<file path="config.mk">
export PLATFORM = sky130hd
export DESIGN_NAME = ext_osc_ctrl
export DESIGN_NICKNAME = d
export VERILOG_FILES = /design/src/core/ext_osc_pkg.sv /design/src/core/osc_status_if.sv /design/src/core/osc_stable_sync.sv /design/src/core/ext_osc_ctrl.sv
export SDC_FILE = /design/constraint.sdc
export NUM_CORES = 1
export LEC_CHECK = 0
export BUFFER_PORTS_ARGS = -buffer_cell sky130_fd_sc_hd__buf_2
export CAP_MARGIN = 5
export CORE_MARGIN = 3
export CORE_UTILIZATION = 49
export DETAILED_ROUTE_END_ITERATION = 16
export HOLD_SLACK_MARGIN = 0.02
export PLACE_DENSITY = 0.88
export SLEW_MARGIN = 5
export SYNTH_ARGS = -nofsm -noshare
export SYNTH_HDL_FRONTEND = slang
export SYNTH_SLANG_ARGS = --single-unit
</file>
<file path="constraint.sdc">
create_clock -name clk_in -period 2.27 [get_ports clk_in]
set_input_delay 0.227 -clock clk_in [delete_from_list [all_inputs] [get_ports clk_in]]
set_output_delay 0.227 -clock clk_in [all_outputs]
set_load 0.005 [all_outputs]
</file>
<file path="src/core/ext_osc_pkg.sv">
// Purpose: Shared constants and types for the external oscillator control
// Assumes: Register sits in the special-function register space, 8-bit data
// Notes:   Mode encodings follow the 3-bit mode select field
package ext_osc_pkg;

    // ----------------------------------------------------------------
    // Register map
    // ----------------------------------------------------------------
    localparam logic [7:0] EXT_OSC_CTRL_ADDR = 8'hB1;
    localparam logic [7:0] EXT_OSC_CTRL_RESET = 8'h00;
    localparam int FLAG_BIT = 7;
    localparam int MODE_MSB = 6;
    localparam int MODE_LSB = 4;
    localparam int UNUSED_BIT = 3;
    localparam int DRIVE_MSB = 2;
    localparam int DRIVE_LSB = 0;
    localparam logic [2:0] DRIVE_RESET = 3'h0;
    localparam int SYNC_STAGES = 2;

    // ----------------------------------------------------------------
    // Mode encodings
    // ----------------------------------------------------------------
    typedef enum logic [2:0] {
        MODE_OFF_A = 3'b000,
        MODE_OFF_B = 3'b001,
        MODE_CMOS = 3'b010,
        MODE_CMOS_DIV2 = 3'b011,
        MODE_RC = 3'b100,
        MODE_CAP = 3'b101,
        MODE_XTAL = 3'b110,
        MODE_XTAL_DIV2 = 3'b111
    } osc_mode_type;

    localparam osc_mode_type MODE_RESET = MODE_OFF_A;

    // Crystal modes match 11x
    function automatic logic is_crystal(input osc_mode_type m);
        is_crystal = (m[2:1] == 2'b11);
    endfunction : is_crystal

    // Circuit is off for 00x
    function automatic logic is_off(input osc_mode_type m);
        is_off = (m[2:1] == 2'b00);
    endfunction : is_off

endpackage : ext_osc_pkg

</file>
<file path="src/core/osc_status_if.sv">
// Purpose: Carries crystal mode and stable status between control and sync
// Assumes: Single clock domain on both sides
// Notes:   Control side drives crystal_on, sync side returns stable
`timescale 1ns/100ps
interface osc_status_if;
    logic crystal_on;
    logic stable;
    modport ctrl (output crystal_on, input stable);
    modport sync (input crystal_on, output stable);
endinterface : osc_status_if

</file>
<file path="src/core/osc_stable_sync.sv">
// Purpose: Brings the amplitude detector level into the system clock domain
// Assumes: amp_ok_in is asynchronous to clk_in
// Notes:   Flag is forced low from one clock after crystal mode is left
`timescale 1ns/100ps
module osc_stable_sync
    import ext_osc_pkg::*;
(
    // Clock and reset
    input wire logic clk_in,
    input wire logic sys_rst_in,
    // Detector level
    input wire logic amp_ok_in,
    // Status carrier
    osc_status_if.sync st
);

    logic [SYNC_STAGES-1:0] sync_ff;
    logic stable_ff;

    // ----------------------------------------------------------------
    // Two-stage synchroniser
    // ----------------------------------------------------------------
    always_ff @(posedge clk_in) begin
        if (sys_rst_in) begin
            sync_ff <= '0;
        end else begin
            sync_ff <= {sync_ff[SYNC_STAGES-2:0], amp_ok_in};
        end
    end

    // ----------------------------------------------------------------
    // Qualified stable flag
    // ----------------------------------------------------------------
    always_ff @(posedge clk_in) begin
        if (sys_rst_in) begin
            stable_ff <= 1'b0;
        end else begin
            stable_ff <= sync_ff[SYNC_STAGES-1] & st.crystal_on;
        end
    end

    assign st.stable = stable_ff;
endmodule : osc_stable_sync

</file>
<file path="src/core/ext_osc_ctrl.sv">
// Purpose: External oscillator control register and drive circuit selects
// Assumes: Core reaches the register over the special-function register port
// Notes:   Analog oscillator cells sit outside and follow the select outputs
`timescale 1ns/100ps
module ext_osc_ctrl
    import ext_osc_pkg::*;
(
    // Clock and reset
    input wire logic clk_in,
    input wire logic sys_rst_in,
    // Special-function register port
    input wire logic [7:0] sfr_addr_in,
    input wire logic sfr_wr_in,
    input wire logic sfr_rd_in,
    input wire logic [7:0] sfr_wdata_in,
    output logic [7:0] sfr_rdata_out,
    // Amplitude detector from the analog cell
    input wire logic amp_ok_in,
    // Drive circuit controls
    output logic osc_enable_out,
    output logic cmos_sel_out,
    output logic rc_sel_out,
    output logic cap_sel_out,
    output logic crystal_sel_out,
    output logic div2_sel_out,
    output logic [2:0] ext_osc_drive_ctrl_out
);

    osc_mode_type ext_osc_mode_sel_ff;
    logic [2:0] ext_osc_drive_ctrl_ff;
    logic [7:0] rdata_ff;
    logic osc_enable_ff;
    logic cmos_sel_ff;
    logic rc_sel_ff;
    logic cap_sel_ff;
    logic crystal_sel_ff;
    logic div2_sel_ff;
    logic crystal_stable_flag;
    logic reg_hit;

    osc_status_if st ();

    assign reg_hit = (sfr_addr_in == EXT_OSC_CTRL_ADDR);

    // ----------------------------------------------------------------
    // Register writes
    // ----------------------------------------------------------------
    always_ff @(posedge clk_in) begin
        if (sys_rst_in) begin
            ext_osc_mode_sel_ff <= MODE_RESET;
            ext_osc_drive_ctrl_ff <= DRIVE_RESET;
        end else if (sfr_wr_in && reg_hit) begin
            // Bit 7 and bit 3 have no storage
            ext_osc_mode_sel_ff <= osc_mode_type'(sfr_wdata_in[MODE_MSB:MODE_LSB]);
            ext_osc_drive_ctrl_ff <= sfr_wdata_in[DRIVE_MSB:DRIVE_LSB];
        end
    end

    // ----------------------------------------------------------------
    // Register reads
    // ----------------------------------------------------------------
    always_ff @(posedge clk_in) begin
        if (sys_rst_in) begin
            rdata_ff <= EXT_OSC_CTRL_RESET;
        end else if (sfr_rd_in && reg_hit) begin
            rdata_ff <= {crystal_stable_flag, ext_osc_mode_sel_ff,
                         1'b0, ext_osc_drive_ctrl_ff};
        end else if (sfr_rd_in) begin
            rdata_ff <= 8'h00;
        end
    end

    assign sfr_rdata_out = rdata_ff;

    // ----------------------------------------------------------------
    // Stable flag path
    // ----------------------------------------------------------------
    assign st.crystal_on = is_crystal(ext_osc_mode_sel_ff);
    assign crystal_stable_flag = st.stable & st.crystal_on;

    osc_stable_sync u_sync (
        .clk_in(clk_in),
        .sys_rst_in(sys_rst_in),
        .amp_ok_in(amp_ok_in),
        .st(st.sync)
    );

    // ----------------------------------------------------------------
    // Mode decode to drive circuit
    // ----------------------------------------------------------------
    always_ff @(posedge clk_in) begin
        if (sys_rst_in) begin
            osc_enable_ff <= 1'b0;
            cmos_sel_ff <= 1'b0;
            rc_sel_ff <= 1'b0;
            cap_sel_ff <= 1'b0;
            crystal_sel_ff <= 1'b0;
            div2_sel_ff <= 1'b0;
        end else begin
            osc_enable_ff <= !is_off(ext_osc_mode_sel_ff);
            cmos_sel_ff <= 1'b0;
            rc_sel_ff <= 1'b0;
            cap_sel_ff <= 1'b0;
            crystal_sel_ff <= 1'b0;
            div2_sel_ff <= 1'b0;
            case (ext_osc_mode_sel_ff)
                MODE_OFF_A, MODE_OFF_B: begin
                end
                MODE_CMOS: begin
                    cmos_sel_ff <= 1'b1;
                end
                MODE_CMOS_DIV2: begin
                    cmos_sel_ff <= 1'b1;
                    div2_sel_ff <= 1'b1;
                end
                MODE_RC: begin
                    rc_sel_ff <= 1'b1;
                end
                MODE_CAP: begin
                    cap_sel_ff <= 1'b1;
                end
                MODE_XTAL: begin
                    crystal_sel_ff <= 1'b1;
                end
                MODE_XTAL_DIV2: begin
                    crystal_sel_ff <= 1'b1;
                    div2_sel_ff <= 1'b1;
                end
                default: begin
                end
            endcase
        end
    end

    // Drive field passes through one register stage to the amplifier bias
    always_ff @(posedge clk_in) begin
        if (sys_rst_in) begin
            ext_osc_drive_ctrl_out <= DRIVE_RESET;
        end else begin
            ext_osc_drive_ctrl_out <= ext_osc_drive_ctrl_ff;
        end
    end

    assign osc_enable_out = osc_enable_ff;
    assign cmos_sel_out = cmos_sel_ff;
    assign rc_sel_out = rc_sel_ff;
    assign cap_sel_out = cap_sel_ff;
    assign crystal_sel_out = crystal_sel_ff;
    assign div2_sel_out = div2_sel_ff;
endmodule : ext_osc_ctrl

</file>
### After elaboration in Yosys (flattened, before gate mapping)

Cells that the tools add are included.

* output and inout bits: 17
* input port bits: 21
* word-level logic and storage cells: 37
* register bits: 25

* equal/unequal tests: 8
* reductions and logical operators: 8
* bitwise operators: 2
* muxes and demuxes: 7

Operator list (count)
* 8-bit 2-to-1 mux: 2
* 3-bit equality test, second input constant: 4
* 8-bit equality test, second input constant: 1
* 3-bit by 2-bit equality test with 1-bit output, second input constant: 2
* 2-bit OR reduction: 3
* 1-bit 2-to-1 mux: 5
* 1-bit bitwise AND: 2
* 2-bit equality test, second input constant: 1
* 1-bit logical AND: 2
* 2-bit zero test: 1
* 2-bit nonzero test: 1
* 1-bit zero test: 1

### Depth between registers and ports, before layout

Gate-level depths: netlist of run 1.

* word-level depth: 3
* depth in mapped cells: 5
* mapped depth without buffers: 3

### Cells and area by module

Synthesis of run 1 repeated with hierarchy kept, for this count alone.

* cells, all modules: 89
* area total of the unflattened synthesis: 937.1 um^2

Modules (own cells, without submodules)
* ext_osc_ctrl: instances 1, seq. area each 440.4 um^2, cells an instance 83, area an instance 855.8 um^2
* osc_stable_sync: instances 1, seq. area each 60.1 um^2, cells an instance 6, area an instance 81.3 um^2

### Worst setup path before layout of run 1

No wires, ideal clock.

* kind: input-to-reg
* start point: input port sfr_addr_in[2]
* end point: register ext_osc_drive_ctrl_ff[0]
* data required time: 2.149 ns
* stages: 5
* arrival: 1.183 ns
* library setup time: 0.121 ns
* slack: 0.966 ns
* cells stage by stage: and4bb_1 buf_6 and3_4 buf_6 mux2_4

* longest elaborated chain between the ends: 2

Ends and longest elaborated chain
* start, declared: line ext_osc_ctrl.sv:12 `input wire logic [7:0] sfr_addr_in,`
* 8-bit equality test: line ext_osc_ctrl.sv:43 `assign reg_hit = (sfr_addr_in == EXT_OSC_CTRL_ADDR);`
* 1-bit logical AND: line ext_osc_ctrl.sv:52 `end else if (sfr_wr_in && reg_hit) begin`
* end signal, assigned: line ext_osc_ctrl.sv:55 `ext_osc_drive_ctrl_ff <= sfr_wdata_in[DRIVE_MSB:DRIVE_LSB];`
* end, declared: line ext_osc_ctrl.sv:30 `logic [2:0] ext_osc_drive_ctrl_ff;`

Every way passes these cells.
A chain may end at the register's enable or synchronous reset.

### Worst setup path in the final report of run 1

* start point: input port sfr_addr_in[1]
* end point: register ext_osc_drive_ctrl_ff[0]

The elaborated chain is that of the path after synthesis.

==> results of run 1 <==
## routing by layer
layer  vias up  global-route usage [%]
met5         -                       0
met4         0                    9.68
met3         7                    4.53
met2        26                    26.9
met1       319                    18.6
li1        356                       -
## logic make-up (layout without fill, tap and decap cells)
| kind of cell | Yosys count | count (layout) |
|---|---|---|
| AND/OR/NAND/NOR | 41 | 41 |
| flip-flops | 25 | 25 |
| AO/OA/AOI/OAI | 7 | 7 |
| buffers and inverters | 7 | 38 |
| multiplexers | 6 | 6 |
| other | 1 | 1 |
## worst max-delay path, delay by kind of cell
| kind | cells | cell delay, ns |
|---|---|---|
| and+or+nand+nor | 2 | 0.73 |
| buffers and inverters | 1 | 0.09 |
| muxes | 1 | 0.31 |
## stage by stage
| stage | cells | utilization, % | instance area (sq um) | hold slack (ns) | total power [W] |
|---|---|---|---|---|---|
| 2_1_floorplan | 87 | - | 940 | 0.310 | 0.000471 |
| 3_3_place_gp | 139 | 61.7 | 1090 | 0.417 | 0.000484 |
| 3_5_place_dp | 139 | 61.7 | 1090 | 0.441 | 0.000485 |
| 4_1_cts | 143 | 63.4 | 1120 | 0.0886 | 0.000683 |
| 5_1_grt | 143 | 63.4 | 1120 | 0.0779 | 0.000708 |
| 6_report | 143 | 63.4 | 1120 | 0.0905 | 0.000678 |
## worst max path at each step
stage	start	end	slack (ns)	depth (start not counted)
after CTS	sfr_addr_in[1]	ext_osc_drive_ctrl_ff[0]$_SDFFE_PP0P_	1.14	4
after floorplan	sfr_addr_in[2]	ext_osc_drive_ctrl_ff[0]$_SDFFE_PP0P_	0.97	5
final	sfr_addr_in[1]	ext_osc_drive_ctrl_ff[0]$_SDFFE_PP0P_	1.14	4
after global placement	sfr_addr_in[1]	ext_osc_drive_ctrl_ff[0]$_SDFFE_PP0P_	0.79	4
after global routing	sfr_addr_in[2]	ext_osc_drive_ctrl_ff[1]$_SDFFE_PP0P_	1.08	4
after detailed placement	sfr_addr_in[1]	ext_osc_drive_ctrl_ff[2]$_SDFFE_PP0P_	0.77	4
## report_power, final
group	switching (W)	internal [W]	total, W
sequential	0.000000494	0.000441	0.000441
clock	0.000135	0.0000677	0.000203
combinational	0.0000157	0.0000187	0.0000344
## cell type report
type,instances,area (sq um),share of cell area (%)
tap,25,31.3,2.80
multi-input combinational,55,387,34.6
clock buffer,3,22.5,2.01
sequential,25,500,44.7
timing repair buffer,34,170,15.2
clock inverter,1,7.51,0.671
## sequential cells by signal (all words and copies together) (netlist names), 2 cells and up
| name | count |
|---|---|
| ext_osc_drive_ctrl_out | 3 |
| u_sync.sync_ff | 2 |
| sfr_rdata_out | 7 |
| ext_osc_mode_sel_ff | 3 |
| ext_osc_drive_ctrl_ff | 3 |
## Yosys cell counts
cell,number,area [sq um]
a21oi_1,7,35.0
and2_1,2,12.5
and3_1,2,12.5
and3_4,1,11.3
and4bb_1,2,25.0
buf_4,1,7.51
buf_6,3,33.8
clkbuf_1,3,11.3
conb_1,1,3.75
dfxtp_1,25,500
mux2_4,3,45.0
mux2i_1,3,30.0
nand2b_1,13,81.3
nand4_1,7,43.8
nor2_1,3,11.3
nor2b_1,9,56.3
nor4b_1,1,8.76
nor4bb_1,1,10.0
==> summary.txt, run 1 <==
Status
  • Status: finished, final reports clean

CTS
  • Worst-case clock buffer depth: 2
  • H-tree depth: 1
  • Clock-pin slew on the worst setup and hold paths: 0.13 ns
  • CTS tree: yes
  • Post-CTS Setup Bufs: 0
  • Clock latency on the worst-skew pair: 0.33 ns
  • Sink Count: 25
  • TritonCTS Buffers: 3
  • Resize count post-CTS: 0
  • Root buf cell: clkbuf_4
  • Post-CTS Hold Fix Bufs: 0

Final layout
  • Layout cells sized above 1: 35.6%
  • Post-layout net count: 140
  • Fillcell total: 159
  • Commonest cells after routing, fill and taps aside: 34 x buf_2, 25 x dfxtp_1, 13 x nand2b_1, 9 x nor2b_1
  • Ant. Diodes: 0
  • Area added between synthesis and finish: 19.0%
  • Commonest non-fill, non-tap cell in the layout: buf_2

Drt
  • Detail Route Antenna Nets: 0
  • Routed wire per std cell: 12.0 microns
  • Drt initial violations: 6
  • DRC viols: 0
  • Met1 wire length: 751 microns
  • Via count: 708
  • WL met2: 809 microns
  • Via/cell ratio: 4.95
  • Router iterations before antenna repair: 4
  • Top layer used by detailed routing: met4
  • Routed WL: 1720 microns
  • Metal3 WL: 112 microns

Die
  • Die X-Extent: 49.8 microns
  • Num ports: 38
  • Die area: 2480 sq um
  • CORE AREA: 1760 sq um
  • Starting utilization of the core area: 53.3%
  • Die span in y: 49.8 microns
  • # rows: 15

Placement
  • Hpwl dp: 1260 microns
  • PortBufs: 34
  • RePlAce Congestion: 0.726
  • Post-Place Worst Slack: 0.773 ns

Worst setup path
  • CP max FO: 8
  • Crit-path slowest cell: and4bb_1
  • Cell Chain, Critical Path: buf_2 > and4bb_1 > and3_4 > mux2_4
  • CP arrival: 1.37 ns
  • R2R depth: 3
  • Register-to-register setup slack: 1.26 ns
  • Crit Path Class: in -> reg
  • Worst Path Required: 2.50 ns
  • Worst r2r src: ext_osc_mode_sel_ff[1]$_SDFFE_PP0P_
  • R2R Path End: sfr_rdata_out[7]$_SDFFE_PP0P_
  • Crit-path max cell delay: 0.42 ns
  • Crit path launch type: input port
  • Crit. End Element: flop

Logic synthesis
  • Mux cell area share after synthesis: 7.99%
  • Post-Syn Area per Cell: 10.8 sq um
  • Synth Area in Compound Gates: 3.73%
  • Post-Synth XOR/XNOR Area: 0%
  • Yosys reg bits: 25
  • Synth Area in Simple Gates: 29.0%
  • Register area share after synthesis: 53.3%
  • Post-Synth Adder-Cell Area: 0%
  • Yosys warning total: 0
  • Synthesized area: 940 sq um
  • Largest family of logic cells by synthesized area: simple AND/OR/NAND/NOR gates
  • Syn Nets: 108
  • Synth cell types: 18
  • Mapped Cells: 87

Timing
  • RSZ-0062 raised after global routing: false
  • Final WS setup: 1.14 ns
  • Tcrit/Tclk final: 49.9%
  • Slew Viols, Final: 0
  • Final Hold Fails: 0
  • Final clock skew: 0.00469 ns
  • Fmax: 0.883 GHz
  • Setup_tns: 0 ns
  • Fin crit period: 1.13 ns
  • Final setup violation count: 0

Worst hold path
  • WHS Path Cells: 2
  • Hold Crit Class: in -> reg
  • Hold endpoint: u_sync.sync_ff[0]$_SDFF_PP0_
  • HP Start: amp_ok_in

GRT
  • Total track usage: 16.3%
  • Largest net degree at the start of global routing: 26
  • First-pass GRT wire length: 3020 microns
  • Vias in the first global route: 709
  • Initial antenna violation count: 0
  • Global route overflow: 0

Power and ir drop
  • Leak: 0.494 nW
  • Worst vdd ir: 0.302 mV
  • P per Cell Area: 606 nW/um^2

Run
  • Total of max-cap violations: 0
No activity file was read; power rests on OpenSTA's default activity.
==> inputs of run 2 (changes only) <==
--- a/config.mk
+++ b/config.mk
@@ -8,10 +8,10 @@
 export BUFFER_PORTS_ARGS = -buffer_cell sky130_fd_sc_hd__buf_2
 export CAP_MARGIN = 5
 export CORE_MARGIN = 3
-export CORE_UTILIZATION = 49
+export CORE_UTILIZATION = 46
 export DETAILED_ROUTE_END_ITERATION = 16
 export HOLD_SLACK_MARGIN = 0.02
-export PLACE_DENSITY = 0.88
+export PLACE_DENSITY = 0.84
 export SLEW_MARGIN = 5
 export SYNTH_ARGS = -nofsm -noshare
 export SYNTH_HDL_FRONTEND = slang
==> constraint.sdc (replaced) <==
create_clock -name clk_in -period 1.1 [get_ports clk_in]
set_input_delay 0.11 -clock clk_in [delete_from_list [all_inputs] [get_ports clk_in]]
set_output_delay 0.11 -clock clk_in [all_outputs]
set_load 0.005 [all_outputs]
==> run 2 against run 1 <==
Net effect: wire length rose by 5.4%; final cell count rose by 4.2%; utilization rose by 0.51 points; clock skew barely moved; global-route usage fell by 0.60 points; sequential power rose by 110%; via count rose by 1.1%; cell area rose by 4.0%.
==> summary.txt, run 2 (synthesis gave the netlist of run 1 again) <==
CTS
  • Sink Count: 25
  • Root buf cell: clkbuf_4
  • Resize count post-CTS: 0
  • CTS tree: yes
  • Clock-pin slew on the worst setup and hold paths: 0.13 ns
  • Post-CTS Setup Bufs: 0
  • Clock latency on the worst-skew pair: 0.31 ns
  • Worst-case clock buffer depth: 2
  • TritonCTS Buffers: 3
  • H-tree depth: 1

Final layout
  • Area added between synthesis and finish: 23.8%
  • Fillcell total: 160
  • Commonest non-fill, non-tap cell in the layout: buf_2
  • Register Area: 500 sq um
  • Commonest cells after routing, fill and taps aside: 34 x buf_2, 25 x dfxtp_1, 13 x nand2b_1, 9 x nor2b_1
  • Largest register FFs: 7
  • Post-layout net count: 146
  • Layout cells sized above 1: 37.9%
  • Ant. Diodes: 0
  • Multi-input logic area: 387 sq um

Timing
  • Final setup violation count: 0
  • Setup_tns: 0 ns
  • RSZ-0062 raised after global routing: false
  • Fin crit period: 0.926 ns
  • Hold WS: 0.0559 ns
  • Tcrit/Tclk final: 84.2%
  • Slew Viols, Final: 0
  • Final Hold Fails: 0
  • Final clock skew: 0.00460 ns
  • Fmax: 1.08 GHz

Worst setup path
  • Worst r2r src: ext_osc_mode_sel_ff[1]$_SDFFE_PP0P_
  • Cell Chain, Critical Path: and3_1 > nand4_1 > a21oi_1
  • Register-to-register setup slack: 0.17 ns
  • Worst Path Required: 1.35 ns
  • Crit path launch type: flop
  • Instance count on the critical path: 3
  • CP max FO: 4
  • R2R depth: 3
  • CP arrival: 1.18 ns
  • Crit Path Class: reg -> reg
  • Crit-path slowest cell: dfxtp_1
  • R2R Path End: sfr_rdata_out[7]$_SDFFE_PP0P_
  • WP buf/inv: 0
  • Delay-heaviest family, CP: flip-flops
  • Crit. End Element: flop
  • Crit-path max cell delay: 0.41 ns

Die
  • Die area: 2620 sq um
  • Num ports: 38
  • Die X-Extent: 51.2 microns
  • # rows: 15
  • Starting utilization of the core area: 51.6%
  • Die span in y: 51.2 microns
  • CORE AREA: 1820 sq um

Worst hold path
  • Hold Crit Class: in -> reg
  • HP Start: sfr_wdata_in[5]
  • WHS Path Cells: 3
  • Hold endpoint: ext_osc_mode_sel_ff[1]$_SDFFE_PP0P_

Drt
  • Routed wire per std cell: 12.2 microns
  • Via count: 716
  • Detail Route Antenna Nets: 0
  • DRC viols: 0
  • Via/cell ratio: 4.81
  • Routed WL: 1810 microns
  • Drt initial violations: 6
  • Router iterations before antenna repair: 4

Power and ir drop
  • Power share of the clock group: 28.8%
  • Sw Share: 21.7%
  • Cell internal pwr: 0.00109 W
  • Worst vdd ir: 0.720 mV
  • Leak: 0.529 nW
  • Combinational Power Share: 5.8%
  • Flop pwr share: 65.4%
  • Switching power: 0.000302 W
  • Post-layout total power: 0.00139 W
  • P per Cell Area: 1200 nW/um^2

Placement
  • PortBufs: 34
  • Hpwl dp: 1380 microns
  • RePlAce Congestion: 0.736

GRT
  • Largest net degree at the start of global routing: 17
  • Initial antenna violation count: 0
  • First-pass GRT wire length: 3110 microns
  • Vias in the first global route: 726
  • Global route overflow: 0
  • Total track usage: 15.7%

Status
  • Status: finished, final reports clean

Run
  • Total of max-cap violations: 0
==> run 2: cell count changes in the layout (fill, tap and decap cells not counted) <==
cell | previous run | this run
clkinv_2 | 0 | 1
clkinvlp_4 | 1 | 0
dlygate4sd3_1 | 0 | 1
buf_4 | 0 | 5
==> run 2: layer usage <==
layer	track usage [%]	vias up	part of all wire, %
met5	0	-	0
met4	8.07	0	0.66
met3	2.04	2	7.7
met2	24.5	28	46
met1	21.2	323	46
li1	-	363	-
==> run 2: final cells by class <==
class	count	share of cell area, %
timing repair buffer	40	18.7
clock inverter	1	0.430
multi-input combinational	55	33.2
clock buffer	3	1.94
tap	25	2.69
sequential	25	43.0
==> run 2: power by group through the flow <==
stage / Combinational (W) / Sequential, W / Clock (W)
floorplan: 0.0000417 / 0.000930 / 0
global placement: 0.0000746 / 0.000930 / 0
detailed placement: 0.0000784 / 0.000930 / 0
CTS: 0.0000815 / 0.000910 / 0.000413
global route: 0.0000908 / 0.000911 / 0.000458
finish: 0.0000811 / 0.000910 / 0.000401
==> run 2: timing repair <==
action | 4_1_cts | 5_1_grt
endpoints found under the setup margin | 0 | 0
hold buffers | 1 | 0
hold endpoints to repair | 1 | 0
==> run 2: worst max-delay path by stage <==
stage	start	to
3_3_place_gp	sfr_addr_in[1]	ext_osc_drive_ctrl_ff[2]$_SDFFE_PP0P_
5_1_grt	sfr_rdata_out[1]$_SDFFE_PP0P_	sfr_rdata_out[1]
4_1_cts	ext_osc_mode_sel_ff[1]$_SDFFE_PP0P_	sfr_rdata_out[7]$_SDFFE_PP0P_
3_5_place_dp	sfr_addr_in[1]	ext_osc_drive_ctrl_ff[2]$_SDFFE_PP0P_
2_1_floorplan	sfr_addr_in[1]	ext_osc_drive_ctrl_ff[0]$_SDFFE_PP0P_
6_report	ext_osc_mode_sel_ff[1]$_SDFFE_PP0P_	sfr_rdata_out[7]$_SDFFE_PP0P_
==> run 2: per-stage QoR <==
step | std cells | worst slack, ns | utilization [%] | area (sq um)
after global routing | 149 | 0.125 | 63.9 | 1160
after detailed placement | 144 | -0.0639 | 61.9 | 1130
after CTS | 149 | 0.165 | 63.9 | 1160
after floorplan | 87 | -0.0834 | - | 940
after global placement | 144 | -0.0235 | 61.9 | 1130
final | 149 | 0.174 | 63.9 | 1160
==> run 2: worst reg2reg max path, delay by kind of cell (launching register included) <==
family / cells / cell delay [ns]
DFF: 1 / 0.41
and+or+nand+nor: 2 / 0.29
AOI/OAI and AO/OA: 1 / 0.17
